**config.mk**
```make
export PLATFORM = sky130hd
export DESIGN_NAME = rre_exec
export DESIGN_NICKNAME = d
export VERILOG_FILES = /design/src/shared/rre_pkg.sv /design/src/hdl/rre_exec.sv
export SDC_FILE = /design/constraint.sdc
export NUM_CORES = 1
export LEC_CHECK = 0
export BUFFER_PORTS_ARGS = -buffer_cell sky130_fd_sc_hd__clkbuf_2
export CAP_MARGIN = 15
export CORE_MARGIN = 4
export CORE_UTILIZATION = 46
export DETAILED_ROUTE_END_ITERATION = 6
export PLACE_DENSITY = 0.91
export SYNTH_ARGS = -nofsm -noshare
export SYNTH_HDL_FRONTEND = slang
export SYNTH_SLANG_ARGS = --single-unit
```
**constraint.sdc**
```tcl
create_clock -name i_clock -period 5 [get_ports i_clock]
set_clock_uncertainty 0.05 [all_clocks]
set_input_delay 0.5 -clock i_clock [delete_from_list [all_inputs] [get_ports i_clock]]
set_output_delay 0.5 -clock i_clock [all_outputs]
set_load 0.05 [all_outputs]
```
**src/shared/rre_pkg.sv**
```systemverilog
package rre_pkg;
    // Widths of the core datapath
    localparam int RRE_DATA_W = 8;
    localparam int RRE_PC_W = 15;
    localparam int RRE_FADDR_W = 7;
    localparam int RRE_OP_W = 2;

    // Operation codes presented by the decode stage
    localparam logic [1:0] RRE_OP_SUB_RETURN = 2'h0;
    localparam logic [1:0] RRE_OP_INTERRUPT_RETURN = 2'h1;
    localparam logic [1:0] RRE_OP_LITERAL_RETURN = 2'h2;
    localparam logic [1:0] RRE_OP_ROTATE_LEFT_CARRY = 2'h3;

    // Destination select of the rotate
    localparam logic RRE_DEST_ACCUM = 1'b0;
    localparam logic RRE_DEST_FILE = 1'b1;

    // Field positions
    localparam int RRE_GIE_BIT = 7;
    localparam int RRE_MSB_BIT = 7;
    localparam int RRE_CARRY_BIT = 0;
    localparam int RRE_BUSY_BIT = 1;

    // APB register byte offsets
    localparam logic [7:0] RRE_ADDR_INTCTRL = 8'h00;
    localparam logic [7:0] RRE_ADDR_STATUS = 8'h04;
    localparam logic [7:0] RRE_ADDR_ACCUM = 8'h08;
    localparam logic [7:0] RRE_ADDR_PC = 8'h0C;

    // Reset values
    localparam logic [7:0] RRE_ACCUM_RST = 8'h00;
    localparam logic [14:0] RRE_PC_RST = 15'h0000;
    localparam logic RRE_CARRY_RST = 1'b0;
    localparam logic RRE_GIE_RST = 1'b0;
    localparam logic [31:0] RRE_WORD_ZERO = 32'h00000000;

    // Execution states
    typedef enum logic [0:0] {
        RRE_ST_IDLE,
        RRE_ST_FLUSH
    } rre_state_t;
endpackage : rre_pkg

```
**src/hdl/rre_exec.sv**
```systemverilog
// Added by the designer: the APB register port and the address map.
`timescale 1ns/1ps
`default_nettype none
module rre_exec
    import rre_pkg::*;
(
    // Clock and reset
    input wire logic i_clock,
    input wire logic i_rst_n,
    // Operation from decode
    input wire logic i_op_valid,
    input wire logic [RRE_OP_W-1:0] i_op_code,
    input wire logic [RRE_DATA_W-1:0] i_literal,
    input wire logic [RRE_FADDR_W-1:0] i_file_addr,
    input wire logic i_dest_sel,
    input wire logic [RRE_DATA_W-1:0] i_operand_data,
    output logic o_op_ready,
    output logic o_op_done,
    // Return stack
    input wire logic [RRE_PC_W-1:0] i_stack_top_entry,
    output logic o_stack_pop,
    // File register write port
    output logic o_file_wr_en,
    output logic [RRE_FADDR_W-1:0] o_file_wr_addr,
    output logic [RRE_DATA_W-1:0] o_file_wr_data,
    // Core state
    output logic [RRE_PC_W-1:0] o_pc,
    output logic [RRE_DATA_W-1:0] o_accum,
    output logic o_carry,
    output logic o_global_irq_enable_bit,
    // APB slave
    input wire logic i_psel,
    input wire logic i_penable,
    input wire logic i_pwrite,
    input wire logic [7:0] i_paddr,
    input wire logic [31:0] i_pwdata,
    output logic [31:0] o_prdata,
    output logic o_pready,
    output logic o_pslverr
);

    rre_state_t state_reg;
    rre_state_t state_next;
    logic ready_reg;
    logic done_reg;
    logic pop_reg;
    logic wr_en_reg;
    logic [RRE_FADDR_W-1:0] wr_addr_reg;
    logic [RRE_DATA_W-1:0] wr_data_reg;
    logic [RRE_PC_W-1:0] pc_reg;
    logic [RRE_DATA_W-1:0] accum_reg;
    logic carry_reg;
    logic gie_reg;
    logic [31:0] prdata_reg;
    logic pready_reg;
    logic pslverr_reg;
    logic op_taken;
    logic is_return;
    logic is_irq_return;
    logic is_lit_return;
    logic is_rotate;
    logic [RRE_DATA_W-1:0] rot_result;
    logic rot_carry_out;
    logic apb_write;

    // Address decode for the error response, shared by reads and writes
    function automatic logic addr_mapped(input logic [7:0] addr);
        addr_mapped = (addr == RRE_ADDR_INTCTRL) || (addr == RRE_ADDR_STATUS) ||
                      (addr == RRE_ADDR_ACCUM) || (addr == RRE_ADDR_PC);
    endfunction : addr_mapped

    // Operation decode
    assign op_taken = i_op_valid && ready_reg;
    assign is_irq_return = op_taken && (i_op_code == RRE_OP_INTERRUPT_RETURN);
    assign is_lit_return = op_taken && (i_op_code == RRE_OP_LITERAL_RETURN);
    assign is_return = is_irq_return || is_lit_return ||
                       (op_taken && (i_op_code == RRE_OP_SUB_RETURN));
    assign is_rotate = op_taken && (i_op_code == RRE_OP_ROTATE_LEFT_CARRY);
    assign apb_write = i_psel && i_penable && pready_reg && i_pwrite;

    // Rotate through carry
    assign rot_result = {i_operand_data[RRE_DATA_W-2:0], carry_reg};
    assign rot_carry_out = i_operand_data[RRE_MSB_BIT];

    // Returns spend a second cycle flushing the fetched successor
    always_comb begin
        state_next = state_reg;
        unique case (state_reg)
            RRE_ST_IDLE: begin
                if (is_return) begin
                    state_next = RRE_ST_FLUSH;
                end
            end
            RRE_ST_FLUSH: begin
                state_next = RRE_ST_IDLE;
            end
        endcase
    end

    // Sequencer: ready drops for the flush cycle, done marks completion
    always_ff @(posedge i_clock or negedge i_rst_n) begin
        if (!i_rst_n) begin
            state_reg <= RRE_ST_IDLE;
            ready_reg <= 1'b1;
            done_reg <= 1'b0;
        end else begin
            state_reg <= state_next;
            ready_reg <= (state_next == RRE_ST_IDLE);
            done_reg <= is_rotate || (state_reg == RRE_ST_FLUSH);
        end
    end

    // Program counter and stack pop
    always_ff @(posedge i_clock or negedge i_rst_n) begin
        if (!i_rst_n) begin
            pc_reg <= RRE_PC_RST;
            pop_reg <= 1'b0;
        end else begin
            pop_reg <= is_return;
            if (is_return) begin
                pc_reg <= i_stack_top_entry;
            end
        end
    end

    // Accumulator: hardware wins over a same-cycle software write
    always_ff @(posedge i_clock or negedge i_rst_n) begin
        if (!i_rst_n) begin
            accum_reg <= RRE_ACCUM_RST;
        end else if (is_lit_return) begin
            accum_reg <= i_literal;
        end else if (is_rotate && (i_dest_sel == RRE_DEST_ACCUM)) begin
            accum_reg <= rot_result;
        end else if (apb_write && (i_paddr == RRE_ADDR_ACCUM)) begin
            accum_reg <= i_pwdata[RRE_DATA_W-1:0];
        end
    end

    // Carry: the rotate or a bus write to STATUS changes it; returns leave it alone
    always_ff @(posedge i_clock or negedge i_rst_n) begin
        if (!i_rst_n) begin
            carry_reg <= RRE_CARRY_RST;
        end else if (is_rotate) begin
            carry_reg <= rot_carry_out;
        end else if (apb_write && (i_paddr == RRE_ADDR_STATUS)) begin
            carry_reg <= i_pwdata[RRE_CARRY_BIT];
        end
    end

    // Global interrupt enable: set by interrupt return beats a software clear
    always_ff @(posedge i_clock or negedge i_rst_n) begin
        if (!i_rst_n) begin
            gie_reg <= RRE_GIE_RST;
        end else if (is_irq_return) begin
            gie_reg <= 1'b1;
        end else if (apb_write && (i_paddr == RRE_ADDR_INTCTRL)) begin
            gie_reg <= i_pwdata[RRE_GIE_BIT];
        end
    end

    // File write-back, one-cycle strobe
    always_ff @(posedge i_clock or negedge i_rst_n) begin
        if (!i_rst_n) begin
            wr_en_reg <= 1'b0;
            wr_addr_reg <= '0;
            wr_data_reg <= '0;
        end else begin
            wr_en_reg <= is_rotate && (i_dest_sel == RRE_DEST_FILE);
            if (is_rotate) begin
                wr_addr_reg <= i_file_addr;
                wr_data_reg <= rot_result;
            end
        end
    end

    // APB: answer in the first access cycle; read data reflects state at setup
    always_ff @(posedge i_clock or negedge i_rst_n) begin
        if (!i_rst_n) begin
            pready_reg <= 1'b0;
            pslverr_reg <= 1'b0;
            prdata_reg <= RRE_WORD_ZERO;
        end else begin
            pready_reg <= i_psel && !i_penable;
            pslverr_reg <= i_psel && !i_penable && !addr_mapped(i_paddr);
            if (i_psel && !i_penable) begin
                prdata_reg <= RRE_WORD_ZERO;
                unique case (i_paddr)
                    RRE_ADDR_INTCTRL: prdata_reg[RRE_GIE_BIT] <= gie_reg;
                    RRE_ADDR_STATUS: begin
                        prdata_reg[RRE_CARRY_BIT] <= carry_reg;
                        prdata_reg[RRE_BUSY_BIT] <= !ready_reg;
                    end
                    RRE_ADDR_ACCUM: prdata_reg[RRE_DATA_W-1:0] <= accum_reg;
                    RRE_ADDR_PC: prdata_reg[RRE_PC_W-1:0] <= pc_reg;
                    default: prdata_reg <= RRE_WORD_ZERO; // Unmapped reads zero
                endcase
            end
        end
    end

    // Outputs straight from flops
    assign o_op_ready = ready_reg;
    assign o_op_done = done_reg;
    assign o_stack_pop = pop_reg;
    assign o_file_wr_en = wr_en_reg;
    assign o_file_wr_addr = wr_addr_reg;
    assign o_file_wr_data = wr_data_reg;
    assign o_pc = pc_reg;
    assign o_accum = accum_reg;
    assign o_carry = carry_reg;
    assign o_global_irq_enable_bit = gie_reg;
    assign o_prdata = prdata_reg;
    assign o_pready = pready_reg;
    assign o_pslverr = pslverr_reg;
endmodule : rre_exec
`default_nettype wire

```
==> impl_metrics.tcl, run 1 <==
set metrics [dict create \
    status "complete, no violations" \
    ir_worst_vdd_mv 0.236 \
    setup_ws_ns 2.83 \
    fin_crit_ns 2.17 \
    final_cell_mix "clkbuf_2 (122), dfrtp_1 (61), mux2_2 (31)" \
    setup_violations 0 \
    die-area_mm2 0.00723 \
    r2r_start "o_op_ready$_DFF_PN1_" \
    place_inst 415 \
    critPathCaptureType "register" \
    first_pass_iters 4 \
    synthCells 230 \
    vias_per_cell 5.05 \
    drc_errors 0 \
    power.share.sequential_pct 40.6 \
    grt_pass1_wl_mm 10.8 \
    critical_path_arrival_ns 2.31 \
    drive_above_1_share_pct 48.2 \
    yosysSeqAreaShare_pct 56.9 \
    rsz0062_at_grt "no" \
    hold_class "input port to asynchronous set/reset pin" \
    start_util_pct 48.4 \
    cts_tree "yes" \
    p_sw_share_pct 39.5 \
    cpMaxStageDelayCell "nand4_1" \
    avgSynthCellArea_um2 11.9 \
    nFillCells 483 \
    synth_warnings 0 \
    wl_mm 6.72 \
    cts_resized 0 \
    fin_crit_sh_pct 43.3 \
    worst-setup-path-type "register to register" \
    grt.total_usage_pct 19.0 \
    max-cap-violations 0 \
    fmax_mhz 462 \
    intPower_uw 927 \
    numCtsBuffers 9 \
    power_switching_uw 605 \
    ctsHoldBuffers 0 \
    syn-cell-area_mm2 0.00273 \
    detailedPlace.worstSlack_ns 2.62 \
    ys_ff_latch 62 \
    final_common_cell "clkbuf_2" \
    cp-start-kind "register" \
    fp.dieW_um 85.0 \
    post_drt_wl_per_cell_um 15.6 \
    r2r-end "o_file_wr_data[5]$_DFFE_PN0N_" \
    tightest_slew_ns 1.01 \
    final_antenna_net_count 0 \
    grt_overflow_total 0 \
    clk_pin_slew_ns 0.07 \
    crit_path_start "o_op_ready$_DFF_PN1_" \
    clk_path_buf_depth 2 \
    cp.required_ns 5.15 \
    cp_cell_sequence "nand4_1 -> mux2_2" \
    antenna_found_initial 0 \
    power.density_mw_per_mm2 436 \
    root_buffer "clkbuf_8" \
    post_cts_buffers 0 \
    placementRows 27 \
    via_count 2178 \
    critical_path.endpoint "o_file_wr_data[5]$_DFFE_PN0N_" \
    drt_iter0_markers 73 \
    syn_to_final_growth_pct 28.7 \
    slowest_delay_ns 0.80 \
    ys_types 34 \
    grt_max_degree 63 \
    r2r_slack_ns 2.83 \
    gp_congestion 0.826 \
    nets 441 \
    pwr-share-clk_pct 25.9 \
    reg2reg_depth 2 \
    totalNegativeSetupSlack_ns 0 \
    dp_hpwl_mm 5.21 \
    relSlewSlack_pct 32.5 \
    finalMaxSlewViolations 0 \
    clk-insertion-delay-late_ns 0.33 \
    core_area_mm2 0.00564 \
    leakage_nw 1.84 \
    diodes 0 \
    io_pins 165 \
    finalHoldViolations 0 \
    combPwrFrac_pct 33.5 \
    numClockSinks 62 \
    die-height_um 85.0 \
    grt_pass1_vias 2297 \
    h-tree-depth 3 \
    final-instance-count-excl-fill 431 \
    port_buffers 123 \
    crit_fanout 20 \
]
-- how the worst min path moves through the flow --
stage                               endpoint  slack (ns)
4_1_cts                  o_pc[1]$_DFFE_PN0N_        0.30
3_5_place_dp             o_op_done$_DFF_PN0_        0.41
2_1_floorplan         o_accum[0]$_DFFE_PN0P_        0.15
5_1_grt               o_accum[3]$_DFFE_PN0P_        0.34
6_report       o_file_wr_data[2]$_DFFE_PN0N_        0.29
3_3_place_gp             o_op_done$_DFF_PN0_        0.39
-- critical path, delay by kind of cell (launching register included) --
kind	cells	cell delay, ns
DFF	1	0.60
muxes	1	0.59
and+or+nand+nor	1	0.80
-- logic make-up (layout without fill, tap and decap cells) --
kind of cell / after synthesis / in the layout / synth area share (%)
AOI/OAI and AO/OA: 41 / 41 / 10.6
buffers and inverters: 35 / 148 / 7.34
DFF: 62 / 62 / 56.9
muxes: 36 / 36 / 14.6
other: 1 / 17 / 0.137
and+or+nand+nor: 55 / 55 / 10.4
-- final cells by class --
cell class / instances / area, um^2 / share of cell area (%)
clock buffers: 15 / 176 / 5.02
clock inverters: 1 / 5.00 / 0.142
inverters: 8 / 30.0 / 0.855
multi-input cells: 149 / 1040 / 29.5
flip-flops and latches: 62 / 1550 / 44.2
well taps: 72 / 90.1 / 2.56
repair buffers: 124 / 623 / 17.7
-- cells in the mapped netlist --
| cell | n | area, um^2 |
|---|---|---|
| a22oi_1 | 1 | 7.51 |
| dfrtp_1 | 61 | 1530 |
| nand4_1 | 3 | 18.8 |
| a2bb2oi_1 | 1 | 8.76 |
| or2_2 | 1 | 6.26 |
| and4b_1 | 1 | 10.0 |
| conb_1 | 1 | 3.75 |
| and2_1 | 1 | 6.26 |
| o21ai_0 | 10 | 50.1 |
| nand3_1 | 2 | 10.0 |
| buf_2 | 4 | 20.0 |
| o41ai_1 | 1 | 8.76 |
| o31ai_1 | 1 | 7.51 |
| nor4_2 | 1 | 12.5 |
| nand2_1 | 14 | 52.6 |
| a21oi_2 | 1 | 8.76 |
| buf_4 | 17 | 128 |
| nand2b_1 | 3 | 18.8 |
| a31oi_1 | 2 | 12.5 |
| buf_1 | 1 | 3.75 |
| clkbuf_1 | 5 | 18.8 |
| nand3_2 | 1 | 10.0 |
| nand4b_1 | 2 | 17.5 |
| or4_1 | 1 | 7.51 |
| mux2_2 | 31 | 349 |
| nor2_1 | 17 | 63.8 |
| a22o_1 | 7 | 61.3 |
| mux2i_1 | 5 | 50.1 |
| a221o_1 | 7 | 70.1 |
| inv_1 | 8 | 30.0 |
| a21oi_1 | 9 | 45.0 |
| dfstp_2 | 1 | 26.3 |
| nor2b_1 | 8 | 50.1 |
| a221oi_1 | 1 | 8.76 |
-- routing by layer --
layer  global-route usage, %  routed length [um]  vias to the layer above
met5                       0                   0                        -
met4                    6.04                  70                        0
met3                    6.12                 576                        9
met2                    33.3                3440                       89
met1                    22.1                2630                     1054
li1                        -                   -                     1026
-- per-stage QoR --
stage | utilization (%) | power (mW) | hold WS (ns) | area, um^2
floorplan | - | 1.01 | 0.154 | 2790
global placement | 59.1 | 1.14 | 0.388 | 3330
detailed placement | 59.1 | 1.15 | 0.406 | 3330
CTS | 62.3 | 1.55 | 0.304 | 3510
global route | 62.3 | 1.60 | 0.338 | 3510
finish | 62.3 | 1.53 | 0.291 | 3510
-- power groups by stage --
stage                     logic [mW]  registers [mW]  clock network [mW]
after global routing           0.540           0.633               0.432
after floorplan                0.140           0.875                   0
after global placement         0.510           0.626                   0
after detailed placement       0.518           0.632                   0
final                          0.514           0.623               0.396
after CTS                      0.519           0.623               0.410
No activity file was read; power rests on OpenSTA's default activity.
==> inputs of run 2 (changes only) <==
CORE_UTILIZATION = 39   (was 46)
PLACE_DENSITY = 0.82   (was 0.91)
clock period = 1.9 ns   (was 5 ns; I/O delays follow)
==> impl_metrics.tcl, run 2 (synthesized netlist as in run 1, its figures left out) <==
set metrics [dict create \
    finalHoldViolations 0 \
    diodes 0 \
    h-tree-depth 3 \
    gp_congestion 0.819 \
    slowest_delay_ns 0.65 \
    clk_path_buf_depth 2 \
    dp_hpwl_mm 5.55 \
    syn_to_final_growth_pct 33.9 \
    drc_errors 0 \
    worst-setup-path-type "register to register" \
    cpMaxStageDelayCell "dfstp_4" \
    crit_family "flip-flops" \
    relSlewSlack_pct 47.8 \
    drive_above_1_share_pct 50.0 \
    fmax_mhz 571 \
    grt.total_usage_pct 17.0 \
    grt_pass1_vias 2297 \
    fp.dieW_um 91.7 \
    fin_crit_ns 1.75 \
    critPathBufInv 0 \
    reg2reg_depth 4 \
    grt_max_degree 25 \
    status "complete, no violations" \
    rsz0062_at_grt "no" \
    nFillCells 604 \
    final_antenna_net_count 0 \
    fin_area_mm2 0.00365 \
    path_depth 4 \
    ir_worst_vdd_mv 0.615 \
    setup_violations 0 \
    placementRows 30 \
    first_pass_iters 4 \
    finalMaxSlewViolations 0 \
    cp_cell_sequence "nand3_2 -> a21oi_2 -> and4b_1 -> a221o_1" \
    final_cell_mix "clkbuf_2 (122), dfrtp_1 (61), mux2_2 (31)" \
    cts_tree "yes" \
    power.density_mw_per_mm2 1160 \
    numClockSinks 62 \
    numCtsBuffers 9 \
    wl_mm 6.99 \
    vias_per_cell 4.83 \
    critical_path_arrival_ns 1.91 \
    clk-insertion-delay-late_ns 0.33 \
    clk_pin_slew_ns 0.07 \
    start_util_pct 40.2 \
    hold_depth 2 \
    antenna_found_initial 0 \
    hold_class "input port to register" \
    nets 450 \
    via_count 2242 \
    critPathCaptureType "register" \
    cp.required_ns 2.06 \
    tightest_slew_ns 0.780 \
    post_drt_wl_per_cell_um 15.1 \
    cp-start-kind "register" \
    grt_pass1_wl_mm 11.2 \
    leakage_nw 1.90 \
    max-cap-violations 0 \
    totalNegativeSetupSlack_ns 0 \
    crit_fanout 8 \
    root_buffer "clkbuf_8" \
    placed_area_mm2 0.00343 \
    io_pins 165 \
    die-area_mm2 0.00840 \
    die-height_um 91.7 \
    core_area_mm2 0.00679 \
    grt_overflow_total 0 \
    port_buffers 123 \
    fin_crit_sh_pct 92.2 \
    final_common_cell "clkbuf_2" \
    drt_iter0_markers 54 \
]
## run 2: where the power goes
group / total, mW / internal, mW / switching [mW]
Combinational: 1.37 / 0.359 / 1.01
Sequential: 1.65 / 1.51 / 0.134
Clock: 1.23 / 0.745 / 0.490
## run 2: metal layers
layer  part of all wire (%)  vias to the layer above  track usage, %
met3                    6.3                       14            4.18
met2                     51                       90            28.4
met4                    2.0                        0            7.54
met1                     41                     1093            20.8
met5                      0                        -               0
li1                       -                     1045               -
## run 2: repair_timing
item | CTS | global route
hold buffers | 1 | 0
hold endpoints to repair | 21 | 0
gates resized for setup | 0 | 0
setup buffers | 0 | 0
endpoints found under the setup margin | 0 | 0
## run 2: final cells by class
type,instances,area [um^2],share of cell area [%]
flip-flops and latches,62,1560,42.6
multi-input cells,149,1040,28.3
repair buffers,133,693,19.0
clock buffers,13,179,4.90
well taps,96,120,3.29
clock inverters,3,40.0,1.10
inverters,8,30.0,0.822
## run 2: worst paths after layout
check                                           from                       endpoint  slack, ns
worst max-delay path            o_op_ready$_DFF_PN1_         o_accum[2]$_DFFE_PN0P_       0.15
worst min-delay path            i_stack_top_entry[7]            o_pc[7]$_DFFE_PN0N_       0.04
worst max register to register  o_op_ready$_DFF_PN1_         o_accum[2]$_DFFE_PN0P_       0.15
worst min register to register   state_reg$_DFF_PN0_            o_op_done$_DFF_PN0_       0.41
max in group asynchronous                    i_rst_n        o_prdata[8]$_DFFE_PN0P_       0.76
min in group asynchronous                    i_rst_n  o_file_wr_addr[1]$_DFFE_PN0N_       0.34
## run 2: per-stage QoR
step / setup WS [ns] / power, mW / util [%] / hold slack [ns] / instances
6_report: 0.148 / 4.25 / 53.8 / 0.0411 / 464
5_1_grt: 0.0824 / 4.43 / 53.8 / 0.0219 / 464
4_1_cts: 0.148 / 4.29 / 53.8 / 0.0234 / 464
3_5_place_dp: 0.0935 / 3.04 / 50.4 / 0.151 / 447
3_3_place_gp: 0.164 / 3.01 / 50.4 / 0.142 / 447
2_1_floorplan: 0.0325 / 2.67 / - / -0.156 / 246
==> inputs of run 3 (changes only) <==
RECOVER_POWER = 100   (was default)
==> impl_metrics.tcl, run 3 (synthesized netlist as in run 1, its figures left out) <==
set metrics [dict create \
    status "complete, no violations" \
    vias_per_cell 4.84 \
    gp_congestion 0.819 \
    power.share.sequential_pct 39.2 \
    first_pass_iters 4 \
    grt_max_degree 25 \
    fmax_mhz 562 \
    io_pins 165 \
    wl_mm 7.04 \
    combPwrFrac_pct 31.3 \
    syn_to_final_growth_pct 30.0 \
    fp.dieW_um 91.7 \
    worst-setup-path-type "register to register" \
    grt.total_usage_pct 17.0 \
    relSlewSlack_pct 45.6 \
    nFillCells 639 \
    grt_pass1_wl_mm 11.2 \
    grt_pass1_vias 2297 \
    critPathBufInv 0 \
    intPower_mw 2.56 \
    h-tree-depth 3 \
    numClockSinks 62 \
    placementRows 30 \
    crit_family "flip-flops" \
    pwr-share-clk_pct 29.6 \
    power.density_mw_per_mm2 1180 \
    ir_worst_vdd_mv 0.602 \
    port_buffers 123 \
    rsz0062_at_grt "no" \
    final_antenna_net_count 0 \
    cp-start-kind "register" \
    hold_class "input port to register" \
    drt_iter0_markers 69 \
    fin_crit_ns 1.78 \
    critPathCaptureType "register" \
    grt_overflow_total 0 \
    numCtsBuffers 9 \
    tightest_slew_ns 0.812 \
    final_cell_mix "clkbuf_2 (64), clkbuf_1 (64), dfrtp_1 (61)" \
    nets 450 \
    cp.required_ns 2.06 \
    drc_errors 0 \
    clk_pin_slew_ns 0.07 \
    clk_path_buf_depth 2 \
    root_buffer "clkbuf_8" \
    die-area_mm2 0.00840 \
    crit_fanout 8 \
    cts_tree "yes" \
    cpMaxStageDelayCell "dfstp_4" \
    setup_violations 0 \
    start_util_pct 40.2 \
    finalMaxSlewViolations 0 \
    totalNegativeSetupSlack_ns 0 \
    post_cts_buffers 0 \
    via_count 2248 \
    core_area_mm2 0.00679 \
    holdWs_ns 0.0418 \
    finalHoldViolations 0 \
    p_sw_share_pct 38.9 \
    slowest_delay_ns 0.65 \
    cp_cell_sequence "nand3_1 -> a21oi_2 -> and4b_1 -> a221o_1" \
    die-height_um 91.7 \
    critical_path_arrival_ns 1.94 \
    clk-insertion-delay-late_ns 0.33 \
    post_drt_wl_per_cell_um 15.2 \
    drive_above_1_share_pct 32.1 \
    power_switching_mw 1.63 \
    fin_crit_sh_pct 93.7 \
    max-cap-violations 0 \
    antenna_found_initial 0 \
    dp_hpwl_mm 5.55 \
    leakage_nw 1.70 \
    diodes 0 \
]
==> run 3: changes by cell type in the layout (fill, tap and decap cells not counted), sizes merged <==
cell | previous run | this run
clkbuf | 135 | 141
buf | 10 | 4
==> run 3: area by class of cell <==
| cell class | instances | area (um^2) | share of cell area, % |
|---|---|---|---|
| sequential | 62 | 1560 | 43.9 |
| multi-input combinational | 149 | 1020 | 28.9 |
| timing repair buffer | 133 | 598 | 16.9 |
| clock buffer | 13 | 179 | 5.04 |
| tap | 96 | 120 | 3.39 |
| clock inverter | 3 | 40.0 | 1.13 |
| inverter | 8 | 30.0 | 0.846 |
==> run 3: worst paths after layout <==
| kind | start | end | slack [ns] | cells past startpoint |
|---|---|---|---|---|
| max reg2reg | o_op_ready$_DFF_PN1_ | o_accum[2]$_DFFE_PN0P_ | 0.12 | 4 |
| min in group asynchronous | i_rst_n | o_file_wr_addr[1]$_DFFE_PN0N_ | 0.33 | 2 |
| max | o_op_ready$_DFF_PN1_ | o_accum[2]$_DFFE_PN0P_ | 0.12 | 4 |
| min | i_file_addr[0] | o_file_wr_addr[0]$_DFFE_PN0N_ | 0.04 | 2 |
| min reg2reg | state_reg$_DFF_PN0_ | o_op_done$_DFF_PN0_ | 0.41 | 1 |
| max in group asynchronous | i_rst_n | o_prdata[8]$_DFFE_PN0P_ | 0.53 | 3 |
==> run 3: power by group through the flow <==
| stage | combinational [mW] | clock (mW) | sequential, mW |
|---|---|---|---|
| final | 1.31 | 1.24 | 1.64 |
| after CTS | 1.38 | 1.26 | 1.65 |
| after global placement | 1.35 | 0 | 1.66 |
| after detailed placement | 1.37 | 0 | 1.67 |
| after global routing | 1.38 | 1.33 | 1.67 |
| after floorplan | 0.368 | 0 | 2.30 |
==> run 3: metrics by stage <==
stage	utilization [%]	std cells	area, um^2	worst slack [ns]	power (mW)
5_1_grt	52.2	464	3550	0.0492	4.37
4_1_cts	53.8	464	3650	0.148	4.29
6_report	52.2	464	3550	0.121	4.19
3_5_place_dp	50.4	447	3430	0.0935	3.04
3_3_place_gp	50.4	447	3430	0.164	3.01
2_1_floorplan	-	246	2790	0.0325	2.67
==> run 3: metal layers <==
layer  track usage, %  routed length (um)  vias up
met4             7.54                 147        0
li1                 -                   -     1044
met2             28.4                3560       85
met5                0                   0        -
met3             4.18                 448       14
met1             20.8                2880     1105
==> run 3: timing repair <==
action | CTS | global route
hold buffers | 1 | 0
resized for setup | 0 | 0
hold endpoints to repair | 21 | 0
